`config.mk`:
```
export PLATFORM = sky130hd
export DESIGN_NAME = srp_serial_port
export DESIGN_NICKNAME = d
export VERILOG_FILES = /design/src/srp_serial_port.v
export VERILOG_INCLUDE_DIRS = /design/src
export SDC_FILE = /design/constraint.sdc
export NUM_CORES = 1
export LEC_CHECK = 0
export ABC_AREA = 1
export CAP_MARGIN = 20
export CELL_PAD_IN_SITES_DETAIL_PLACEMENT = 2
export CELL_PAD_IN_SITES_GLOBAL_PLACEMENT = 2
export CORE_UTILIZATION = 30
export DETAILED_ROUTE_END_ITERATION = 12
export DONT_BUFFER_PORTS = 1
export GPL_ROUTABILITY_DRIVEN = 0
export GPL_TIMING_DRIVEN = 0
export PLACE_DENSITY_LB_ADDON = 0.1
export SYNTH_ARGS = -nofsm -noshare
export SYNTH_HDL_FRONTEND = slang
export SYNTH_SLANG_ARGS = --single-unit
export TNS_END_PERCENT = 5
```
`constraint.sdc`:
```
create_clock -name clk_sys_i -period 2.1 [get_ports clk_sys_i]
set_input_delay 0.315 -clock clk_sys_i [delete_from_list [all_inputs] [get_ports clk_sys_i]]
set_output_delay 0.315 -clock clk_sys_i [all_outputs]
set_load 0.1 [all_outputs]
```
`src/srp_regs.vh`:
```
// Register map, instruction fields and reset values of the serial register port
`ifndef SRP_REGS_VH
`define SRP_REGS_VH

`define SRP_ADDR_GAIN_B_LO 5'h18
`define SRP_ADDR_GAIN_HI 5'h19
`define SRP_ADDR_FACTORY 5'h1A
`define SRP_ADDR_TEST_CLK 5'h1B
`define SRP_ADDR_STROBE_CFG 5'h1C
`define SRP_ADDR_CFG_MSB 5'h00
`define SRP_ADDR_RSVD_LO 5'h1D

`define SRP_RST_GAIN_B_LO 8'h00
`define SRP_RST_GAIN_HI 8'hFF
`define SRP_RST_FACTORY 8'h00
`define SRP_RST_TEST_CLK 8'h00
`define SRP_RST_STROBE_CFG 8'h00
`define SRP_RST_CFG 8'h00
`define SRP_READ_ZERO 8'h00
`define SRP_RST_GAIN_A_WORD 12'hFFF
`define SRP_RST_GAIN_B_WORD 12'hF00
`define SRP_GAIN_A_PAD 8'h00
`define SRP_GAIN_A_HI 7
`define SRP_GAIN_A_LO 4
`define SRP_GAIN_B_HI 3

`define SRP_INS_RW 7
`define SRP_INS_CNT_HI 6
`define SRP_INS_CNT_LO 5
`define SRP_INS_ADDR_HI 4

`define SRP_CFG_FOUR_WIRE 0
`define SRP_TEST_CODE_HI 7
`define SRP_TEST_CODE_LO 3
`define SRP_TEST_PHASE_HI 2
`define SRP_TEST_PHASE_LO 1
`define SRP_STROBE_SEL_BIT 0

`define SRP_CODE_DIV1 5'h1D
`define SRP_CODE_DIV2 5'h1E
`define SRP_CODE_DIV4 5'h1F

`define SRP_BIT_LAST 3'h7
`define SRP_BIT_FIRST 3'h0
`define SRP_BYTE_MAX 2'h3

`endif

```
`src/srp_serial_port.v`:
```
// Serial register port: frame decode, register file and derived controls
// ****************************************************************
// Behaviour
// Port runs 3-pin or 4-pin per a configuration register bit.
// In 3-pin form the data pin carries both host and read data.
// Host holds frame enable low for one instruction plus 1-4 data bytes.
// Instruction bit 7 high reads, low writes.
// Instruction bits 6:5 give data byte count minus one.
// All bytes shift most significant bit first.
// Low five instruction bits give the first register address.
// Each further data byte accesses the next register address.
// Data in sampled on rising serial clock while frame enable is low.
// 3-pin read drives the data pin; separate output floats.
// 4-pin read drives the dedicated output pin.
// Read data changes on falling serial clock edges.
// After last read bit output drives low until frame end, then floats; the 3-pin data pin floats at once.
// Addresses 0x1D-0x1F ignore writes and read 0x00.
// Register 0x18 holds channel B gain bits 7:0.
// Register 0x19 holds both gain nibbles, reset 0xFF.
// Test codes 11101/11110/11111 route clock, /2, /4 to lock pin; code routes them only while pll_enabled_i is high, else lock pin stays low.
// Two-bit test field sets coarse mixer initial phase after strobe.
// Strobe select bit picks full-rate or divided latch clock.
// Register 0x1A is factory reserved, reset 0x00.
// Enabled strobe rising edge clears oscillator phase accumulator.
// ****************************************************************
`timescale 1ns/10ps
`include "srp_regs.vh"

module srp_serial_port #(
	parameter DW = 8
) (
	input wire clk_sys_i,
	input wire reset_n_i,
	input wire ser_clk_i,
	input wire frame_enable_n_i,
	input wire ser_data_io_i,
	input wire pll_enabled_i,
	input wire phase_strobe_i,
	input wire nco_sync_enable_i,
	input wire full_rate_tick_i,
	input wire div_clock_tick_i,
	input wire conv_clock_i,
	output reg ser_data_io_o,
	output reg ser_data_io_oe_o,
	output reg ser_data_out_o,
	output reg ser_data_out_oe_o,
	output reg [11:0] gain_a_o,
	output reg [11:0] gain_b_o,
	output reg [7:0] factory_clock_o,
	output reg lock_pin_o,
	output reg lock_pin_test_o,
	output reg [1:0] mixer_phase_o,
	output reg mixer_phase_load_o,
	output reg strobe_latched_o,
	output reg nco_acc_clear_o,
	output reg four_wire_select_o
);

// ****************************************************************
// Register storage
// ****************************************************************
reg [DW-1:0] gain_b_lo_reg;
reg [DW-1:0] gain_hi_reg;
reg [DW-1:0] factory_reg;
reg [DW-1:0] test_clk_reg;
reg [DW-1:0] strobe_cfg_reg;
reg [DW-1:0] cfg_msb_reg;

// ****************************************************************
// Serial clock edges, in system clock domain
// ****************************************************************
reg sclk_d_reg;
wire sclk_rise = ser_clk_i & ~sclk_d_reg;
wire sclk_fall = ~ser_clk_i & sclk_d_reg;
wire in_frame = ~frame_enable_n_i;

reg [2:0] bit_cnt_reg;
reg [1:0] byte_cnt_reg;
reg instr_done_reg;
reg read_reg;
reg [1:0] count_reg;
reg [4:0] addr_reg;
reg [DW-1:0] shift_in_reg;
reg [DW-1:0] shift_out_reg;
reg rd_active_reg;
reg rd_done_reg;
reg frame_over_reg;

wire [DW-1:0] rx_byte = {shift_in_reg[DW-2:0], ser_data_io_i};
wire bit_take = sclk_rise & in_frame & ~frame_over_reg;
wire byte_end = bit_take & (bit_cnt_reg == `SRP_BIT_LAST);
wire instr_end = byte_end & ~instr_done_reg;
wire data_end = byte_end & instr_done_reg;
wire wr_take = data_end & ~read_reg;
wire rd_fall = in_frame & rd_active_reg & sclk_fall & ~rd_done_reg & instr_done_reg;

function [DW-1:0] srp_read;
	input [4:0] a;
	begin
		case (a)
			`SRP_ADDR_GAIN_B_LO: srp_read = gain_b_lo_reg;
			`SRP_ADDR_GAIN_HI: srp_read = gain_hi_reg;
			`SRP_ADDR_FACTORY: srp_read = factory_reg;
			`SRP_ADDR_TEST_CLK: srp_read = test_clk_reg;
			`SRP_ADDR_STROBE_CFG: srp_read = strobe_cfg_reg;
			`SRP_ADDR_CFG_MSB: srp_read = cfg_msb_reg;
			default: srp_read = `SRP_READ_ZERO;
		endcase
	end
endfunction

// ****************************************************************
// Serial clock edge capture
// ****************************************************************
always @(posedge clk_sys_i or negedge reset_n_i)
begin
	if (!reset_n_i)
		sclk_d_reg <= 1'b0;
	else
		sclk_d_reg <= ser_clk_i;
end

// ****************************************************************
// Bit and byte counters
// ****************************************************************
always @(posedge clk_sys_i or negedge reset_n_i)
begin
	if (!reset_n_i)
	begin
		bit_cnt_reg <= `SRP_BIT_FIRST;
		byte_cnt_reg <= 2'h0;
		frame_over_reg <= 1'b0;
	end
	else if (!in_frame)
	begin
		// Frame end always restarts the decoder, even mid-byte
		bit_cnt_reg <= `SRP_BIT_FIRST;
		byte_cnt_reg <= 2'h0;
		frame_over_reg <= 1'b0;
	end
	else
	begin
		if (bit_take)
			bit_cnt_reg <= bit_cnt_reg + 3'h1;
		if (data_end)
		begin
			byte_cnt_reg <= byte_cnt_reg + 2'h1;
			// Bits after the counted bytes are ignored until frame end
			if (byte_cnt_reg == count_reg)
				frame_over_reg <= 1'b1;
		end
	end
end

// ****************************************************************
// Input shift register
// ****************************************************************
always @(posedge clk_sys_i or negedge reset_n_i)
begin
	if (!reset_n_i)
		shift_in_reg <= {DW{1'b0}};
	else if (bit_take)
		shift_in_reg <= rx_byte;
end

// ****************************************************************
// Instruction decode and address stepping
// ****************************************************************
always @(posedge clk_sys_i or negedge reset_n_i)
begin
	if (!reset_n_i)
	begin
		instr_done_reg <= 1'b0;
		read_reg <= 1'b0;
		count_reg <= 2'h0;
		addr_reg <= 5'h00;
		rd_active_reg <= 1'b0;
	end
	else if (!in_frame)
	begin
		instr_done_reg <= 1'b0;
		rd_active_reg <= 1'b0;
	end
	else if (instr_end)
	begin
		instr_done_reg <= 1'b1;
		read_reg <= rx_byte[`SRP_INS_RW];
		count_reg <= rx_byte[`SRP_INS_CNT_HI:`SRP_INS_CNT_LO];
		addr_reg <= rx_byte[`SRP_INS_ADDR_HI:0];
		rd_active_reg <= rx_byte[`SRP_INS_RW];
	end
	else if (data_end)
		addr_reg <= addr_reg + 5'h01;
end

// ****************************************************************
// Register writes
// ****************************************************************
always @(posedge clk_sys_i or negedge reset_n_i)
begin
	if (!reset_n_i)
	begin
		gain_b_lo_reg <= `SRP_RST_GAIN_B_LO;
		gain_hi_reg <= `SRP_RST_GAIN_HI;
		factory_reg <= `SRP_RST_FACTORY;
		test_clk_reg <= `SRP_RST_TEST_CLK;
		strobe_cfg_reg <= `SRP_RST_STROBE_CFG;
		cfg_msb_reg <= `SRP_RST_CFG;
	end
	else if (wr_take)
	begin
		case (addr_reg)
			`SRP_ADDR_GAIN_B_LO: gain_b_lo_reg <= rx_byte;
			`SRP_ADDR_GAIN_HI: gain_hi_reg <= rx_byte;
			// Factory register kept writable but should stay at default
			`SRP_ADDR_FACTORY: factory_reg <= rx_byte;
			`SRP_ADDR_TEST_CLK: test_clk_reg <= rx_byte;
			`SRP_ADDR_STROBE_CFG: strobe_cfg_reg <= rx_byte;
			`SRP_ADDR_CFG_MSB: cfg_msb_reg <= rx_byte;
			// Reserved and foreign addresses leave every register untouched
			default: cfg_msb_reg <= cfg_msb_reg;
		endcase
	end
end

// ****************************************************************
// Read shifter
// ****************************************************************
always @(posedge clk_sys_i or negedge reset_n_i)
begin
	if (!reset_n_i)
	begin
		shift_out_reg <= {DW{1'b0}};
		rd_done_reg <= 1'b0;
	end
	else if (!in_frame)
		rd_done_reg <= 1'b0;
	else if (rd_fall)
	begin
		// Loading on a fall too keeps byte boundaries off the rising edge
		if (frame_over_reg)
			rd_done_reg <= 1'b1;
		else if (bit_cnt_reg == `SRP_BIT_FIRST)
			shift_out_reg <= srp_read(addr_reg);
		else
			shift_out_reg <= {shift_out_reg[DW-2:0], 1'b0};
	end
end

// ****************************************************************
// Serial output pins
// ****************************************************************
wire four_wire = cfg_msb_reg[`SRP_CFG_FOUR_WIRE];
wire drive_rd = in_frame & rd_active_reg;
wire rd_bit = rd_done_reg ? 1'b0 : shift_out_reg[DW-1];

always @(posedge clk_sys_i or negedge reset_n_i)
begin
	if (!reset_n_i)
	begin
		ser_data_io_o <= 1'b0;
		ser_data_io_oe_o <= 1'b0;
		ser_data_out_o <= 1'b0;
		ser_data_out_oe_o <= 1'b0;
		four_wire_select_o <= 1'b0;
	end
	else
	begin
		four_wire_select_o <= four_wire;
		ser_data_io_o <= rd_bit;
		ser_data_io_oe_o <= drive_rd & ~four_wire & ~rd_done_reg;
		ser_data_out_o <= rd_bit;
		ser_data_out_oe_o <= drive_rd & four_wire;
	end
end

// ****************************************************************
// Derived controls
// ****************************************************************
wire [4:0] test_code = test_clk_reg[`SRP_TEST_CODE_HI:`SRP_TEST_CODE_LO];
reg [1:0] conv_div_reg;
reg conv_d_reg;
reg strobe_d_reg;
wire latch_tick = strobe_cfg_reg[`SRP_STROBE_SEL_BIT] ? full_rate_tick_i : div_clock_tick_i;
wire strobe_rise = phase_strobe_i & ~strobe_d_reg;

always @(posedge clk_sys_i or negedge reset_n_i)
begin
	if (!reset_n_i)
	begin
		gain_a_o <= `SRP_RST_GAIN_A_WORD;
		gain_b_o <= `SRP_RST_GAIN_B_WORD;
		factory_clock_o <= `SRP_RST_FACTORY;
		mixer_phase_o <= 2'h0;
		mixer_phase_load_o <= 1'b0;
		strobe_latched_o <= 1'b0;
		strobe_d_reg <= 1'b0;
		nco_acc_clear_o <= 1'b0;
	end
	else
	begin
		// Channel A low byte lives outside this block; reset loads it as 0xFF, after that it is driven zero here
		gain_a_o <= {gain_hi_reg[`SRP_GAIN_A_HI:`SRP_GAIN_A_LO], `SRP_GAIN_A_PAD};
		gain_b_o <= {gain_hi_reg[`SRP_GAIN_B_HI:0], gain_b_lo_reg};
		factory_clock_o <= factory_reg;
		if (latch_tick)
			strobe_latched_o <= phase_strobe_i;
		strobe_d_reg <= phase_strobe_i;
		mixer_phase_load_o <= strobe_rise;
		mixer_phase_o <= test_clk_reg[`SRP_TEST_PHASE_HI:`SRP_TEST_PHASE_LO];
		nco_acc_clear_o <= nco_sync_enable_i & strobe_rise;
	end
end

// ****************************************************************
// Test clock routing
// ****************************************************************
always @(posedge clk_sys_i or negedge reset_n_i)
begin
	if (!reset_n_i)
	begin
		conv_d_reg <= 1'b0;
		conv_div_reg <= 2'h0;
		lock_pin_o <= 1'b0;
		lock_pin_test_o <= 1'b0;
	end
	else
	begin
		conv_d_reg <= conv_clock_i;
		// Divides sampled converter edges; only valid well below clk_sys
		if (conv_clock_i & ~conv_d_reg)
			conv_div_reg <= conv_div_reg + 2'h1;
		lock_pin_test_o <= 1'b0;
		lock_pin_o <= 1'b0;
		if (pll_enabled_i)
		begin
			lock_pin_test_o <= (test_code == `SRP_CODE_DIV1) | (test_code == `SRP_CODE_DIV2)
				| (test_code == `SRP_CODE_DIV4);
			case (test_code)
				`SRP_CODE_DIV1: lock_pin_o <= conv_clock_i;
				`SRP_CODE_DIV2: lock_pin_o <= conv_div_reg[0];
				`SRP_CODE_DIV4: lock_pin_o <= conv_div_reg[1];
				default: lock_pin_o <= 1'b0;
			endcase
		end
	end
end

endmodule // srp_serial_port

```
* Word-level counts from Yosys, hierarchy flattened
Cells that the tools add are included.
W data, S select, Z words.
** Storage, ports and cells
- Register bits after elaboration :: 128
- Bits in latches :: 0
- RAM bits :: 0
- ROM bits :: 0
- Input port bits :: 11
- Output and inout bits :: 44
- Word-level logic and storage cells :: 121
- Memories :: 0
** Operators by class
- $add $sub $neg :: 4
- Multiply operators :: 0
- Divide/modulo/power cells :: 0
- Magnitude comparators :: 0
- Equality and inequality tests :: 10
- Shift operators :: 0
- Muxes and demuxes :: 23
- Bitwise logic cells :: 30
- Reductions and logical operators :: 20
** Operators with widths (number)
- $pmux W8 S6 :: 1
- $eq A5 B5 Y1 const B :: 8
- $reduce_and A2 Y1 :: 10
- $and A1 B1 Y1 :: 18
- $mux W1 :: 14
- $reduce_bool A2 Y1 :: 7
- $mux W5 :: 2
- $not A1 Y1 :: 10
- $mux W8 :: 1
- $mux W3 :: 2
- $add A5 B1 Y5 const B :: 1
- $logic_not A5 Y1 :: 1
- $add A2 B1 Y2 const B :: 2
- $mux W2 :: 2
- $add A3 B1 Y3 const B :: 1
- $eq A3 B3 Y1 const B :: 1
- $logic_not A3 Y1 :: 1
- $pmux W1 S3 :: 1
- $reduce_and A3 Y1 :: 1
- $eq A2 B2 Y1 :: 1
- $or A1 B1 Y1 :: 2

* Depth between registers and ports, before layout
- Depth after elaboration :: 8
- Depth in mapped cells :: 10
- Mapped depth without buffers :: 10

* Worst setup path after synthesis
OpenSTA, ideal clock, no wires.
- Path kind :: flip-flop to output port
- Start point :: register ser_data_out_o
- End point :: output port ser_data_out_o
- Data arrival time :: 1324 ps
- Data required time :: 1785 ps
- Slack :: 461 ps
- Stages on the path, launching flop included :: 2
- Buffers on the path :: 1
- Cell sequence :: dfrtp_1 > buf_4
** RTL lines
- start, declared :: RTL line srp_serial_port.v:45 : output reg ser_data_out_o,
- start signal, assigned :: RTL line srp_serial_port.v:272 : ser_data_out_o <= rd_bit;
No word-level cell between the ends.

* Final worst setup path
- Start point :: register gain_a_o[7]
- End point :: output port gain_a_o[7]
** RTL lines
- start, declared :: RTL line srp_serial_port.v:47 : output reg [11:0] gain_a_o,
- start signal, assigned :: RTL line srp_serial_port.v:291 : gain_a_o <= `SRP_RST_GAIN_A_WORD;
- start signal, assigned :: RTL line srp_serial_port.v:303 : gain_a_o <= {gain_hi_reg[`SRP_GAIN_A_HI:`SRP_GAIN_A_LO], `SRP_GAIN_A_PAD};
No word-level cell between the ends.

==> flow_summary.json <==
{
  "outcome": "finished with violations",
  "violations": "negative hold slack",
  "final_core_util": 0.3652,
  "core_um2": 16640,
  "synthFlopType": "dfrtp_1",
  "synthTopCellsByCount": "nand2_1 (148), dfrtp_1 (104), nor2_1 (54), o21ai_0 (54), inv_1 (45)",
  "synth_area_per_cell_um2": 9.420,
  "hold_path.class": "primary input to asynchronous set/reset pin",
  "final_area_um2": 6077,
  "crit_type": "flip-flop to primary output",
  "synth_top_area_frac": 0.5069,
  "drt-vias-per-instance": 4.798,
  "cp_num_buf_inv": 1,
  "rows": 47,
  "initial_utilization": 0.3085,
  "reg2reg_from": "bit_cnt_reg[0]",
  "dpl-instance-area_um2": 5409,
  "clockPowerShare": 0.512,
  "synthCells": 545,
  "maxCapViolations": 0,
  "drtIter0Drc": 133,
  "hold_slack_ps": -414.0,
  "critPathMaxStageDelay_ps": 910,
  "slowest_stage": "dfstp_2",
  "pre_cts_ws_ps": -344.0,
  "grt_pass1_vias": 4244,
  "synth-edff-count": 0,
  "synthTopCellsByArea": "dfrtp_1 (51%), nand2_1 (11%), dfstp_2 (8.7%)",
  "yosysTopAreaCell": "dfrtp_1",
  "syn_area_um2": 5134,
  "hold_viol": 121,
  "cts_buffers": 17,
  "totalWireLength_mm": 15.18,
  "cp_cell_sequence": "buf_4",
  "pin_count": 55,
  "critical_path.max_fanout": 8,
  "slew_viol_final": 0,
  "dp_cells": 765,
  "p_comb_frac": 0.062,
  "largest_reg_flops": 12,
  "p_per_area_nw_per_um2": 953.9,
  "max_slew_margin": 0.4014,
  "period_share": 0.9704,
  "h-tree-depth": 4,
  "die-width_um": 132.8,
  "setup_slack_ps": 62.12,
  "endpoint_kind": "primary output",
  "period_minus_slack_ps": 2038,
  "cts_sinks": 121,
  "regToRegEndpoint": "gain_b_lo_reg[5]",
  "r2r_cells": 9,
  "vdd_ir_drop_max_v": 0.0005626,
  "wl_per_cell_um": 18.95,
  "critPathTopFamily": "flip-flops",
  "worst_slew_pin_slew_ps": 897.9,
  "root_buffer": "clkbuf_16",
  "switching_power_mw": 1.443,
  "globalRoute.totalOverflow": 0,
  "intPower_mw": 4.354,
  "skew_ps": 12.12,
  "setup_viol": 0,
  "cellLeakagePower_nw": 2.963,
  "grtUsageTotal": 0.1882,
  "cts.path.max_buffers": 2,
  "n_antenna_cell": 0,
  "final_nets": 586,
  "largest-register": "gain_b_o",
  "syn_to_final_growth_pct": 18.38,
  "ff2ff_setup_slack_ps": 160,
  "yosysMostFrequentCell": "nand2_1",
  "grt_max_degree": 122,
  "ys_ff_latch": 121,
  "fin_cells": 801,
  "chipHeight_um": 132.8,
  "first_pass_iters": 4,
  "cts_tree": "built",
  "synth.distinct_cells": 33,
  "cts.clk_slew.worst_paths_ps": 60,
  "cp_data_required_time_ps": 1780,
  "cts_hold_buf": 4,
  "io_buffers": 0,
  "drive_gt1_frac": 0.1670,
  "grt_pass1_wl_mm": 24.56,
  "dieArea_um2": 17640,
  "antenna_found_initial": 0,
  "clk_latency_ps": 420,
  "syn_nets": 563,
  "yosysSeqAreaShare": 0.5940,
  "yosysWarnings": 0,
  "async_flop_share": 1.000,
  "rsz0062_at_grt": "true",
  "sequentialPowerShare": 0.427,
  "arrival_ps": 1720,
  "num_vias": 3843,
  "max_freq_mhz": 490.7,
  "dp.final_hpwl_mm": 10.36,
  "p_sw_frac": 0.2489,
  "critPathLaunchType": "flip-flop",
  "drc": 0,
  "ant_nets": 0
}
## stage by stage
| stage | power, mW | setup TNS (ps) |
|---|---|---|
| floorplan | 2.712 | 0 |
| global placement | 2.864 | -806.0 |
| detailed placement | 2.873 | -1100 |
| CTS | 5.884 | -6.326 |
| global route | 6.010 | -4.730 |
| finish | 5.797 | 0 |
## per-layer routing
metal | part of all wire | vias to the layer above | track usage | routed length, um
met2 | 0.50 | 46 | 0.3162 | 7654
met3 | 0.022 | 8 | 0.04636 | 339
met5 | 0 | - | 0 | 0
met1 | 0.47 | 2005 | 0.2384 | 7091
met4 | 0.0063 | 0 | 0.05619 | 96
li1 | - | 1784 | - | -
## power groups by stage
stage               combinational [mW]  sequential (mW)  clock [mW]
finish                           0.357             2.47        2.97
global route                     0.392             2.48        3.13
CTS                              0.369             2.48        3.04
detailed placement               0.359             2.51           0
global placement                 0.352             2.51           0
floorplan                        0.209             2.50           0
## what timing repair did
item	in CTS	in global routing
hold endpoints to repair	127	121
setup endpoints to repair	13	25
cloned	0	0
pin swaps	0	1
gates resized for setup	4	10
setup buffers	0	0
## final cells by class
| type | instances | area (um^2) |
|---|---|---|
| Timing Repair Buffer | 4 | 40.04 |
| Clock inverter | 12 | 150.1 |
| Tap cell | 220 | 275.3 |
| Inverter | 46 | 172.7 |
| Multi-Input combinational cell | 357 | 1799 |
| Sequential cell | 121 | 3050 |
| Clock buffer | 20 | 446.7 |
| Fill cell | 1813 | 10570 |
| Buffer | 21 | 142.6 |
## worst max path at each step
stage | startpoint | depth (start not counted) | end | slack, ps
finish | gain_a_o[7] | 1 | gain_a_o[7] | 60
detailed placement | bit_cnt_reg[0] | 10 | shift_out_reg[7] | -340
CTS | addr_reg[0] | 10 | shift_out_reg[4] | -6
floorplan | ser_data_out_o | 1 | ser_data_out_o | 460
global placement | bit_cnt_reg[0] | 10 | shift_out_reg[7] | -330
global route | addr_reg[0] | 8 | strobe_cfg_reg[6] | -5
## placed cells by master, fill, tap and decap left out, types with 2 or more instances in the layout
| cell type | netlist | layout |
|---|---|---|
| xnor2_1 | 2 | 2 |
| bufinv_16 | 0 | 3 |
| clkinv_4 | 0 | 2 |
| dfrtp_1 | 104 | 103 |
| nand4_1 | 2 | 2 |
| inv_1 | 45 | 45 |
| xor2_1 | 4 | 4 |
| clkbuf_2 | 0 | 3 |
| buf_6 | 2 | 3 |
| clkinvlp_4 | 0 | 3 |
| buf_4 | 9 | 8 |
| o211ai_1 | 5 | 5 |
| buf_2 | 6 | 6 |
| o21ai_0 | 54 | 54 |
| dfstp_2 | 17 | 17 |
| nand3_2 | 4 | 4 |
| nor2_4 | 4 | 6 |
| ha_1 | 7 | 7 |
| nor2_1 | 54 | 50 |
| a21oi_1 | 7 | 7 |
| clkbuf_16 | 0 | 17 |
| dlygate4sd3_1 | 0 | 4 |
| nand2_1 | 148 | 147 |
| nor2_2 | 1 | 3 |
| clkbuf_1 | 4 | 3 |
| nand3_1 | 40 | 40 |
| nor3b_1 | 2 | 2 |
| clkinv_2 | 0 | 4 |
| nor3_1 | 4 | 4 |
| o21ai_2 | 8 | 8 |
| nand3_4 | 3 | 3 |
## kinds of logic (layout without fill, tap and decap cells)
group,after synthesis,count (layout),share of synthesized area
AO/OA/AOI/OAI,76,76,0.08287
AND/OR/NAND/NOR,267,267,0.2352
XOR/XNOR,6,6,0.01024
adder cells (fa/ha/maj),7,7,0.01706
buffers and inverters,67,103,0.05995
flip-flops,121,121,0.5940
other,1,1,0.0007305
Note: power is estimated with default switching activity, not from simulation.
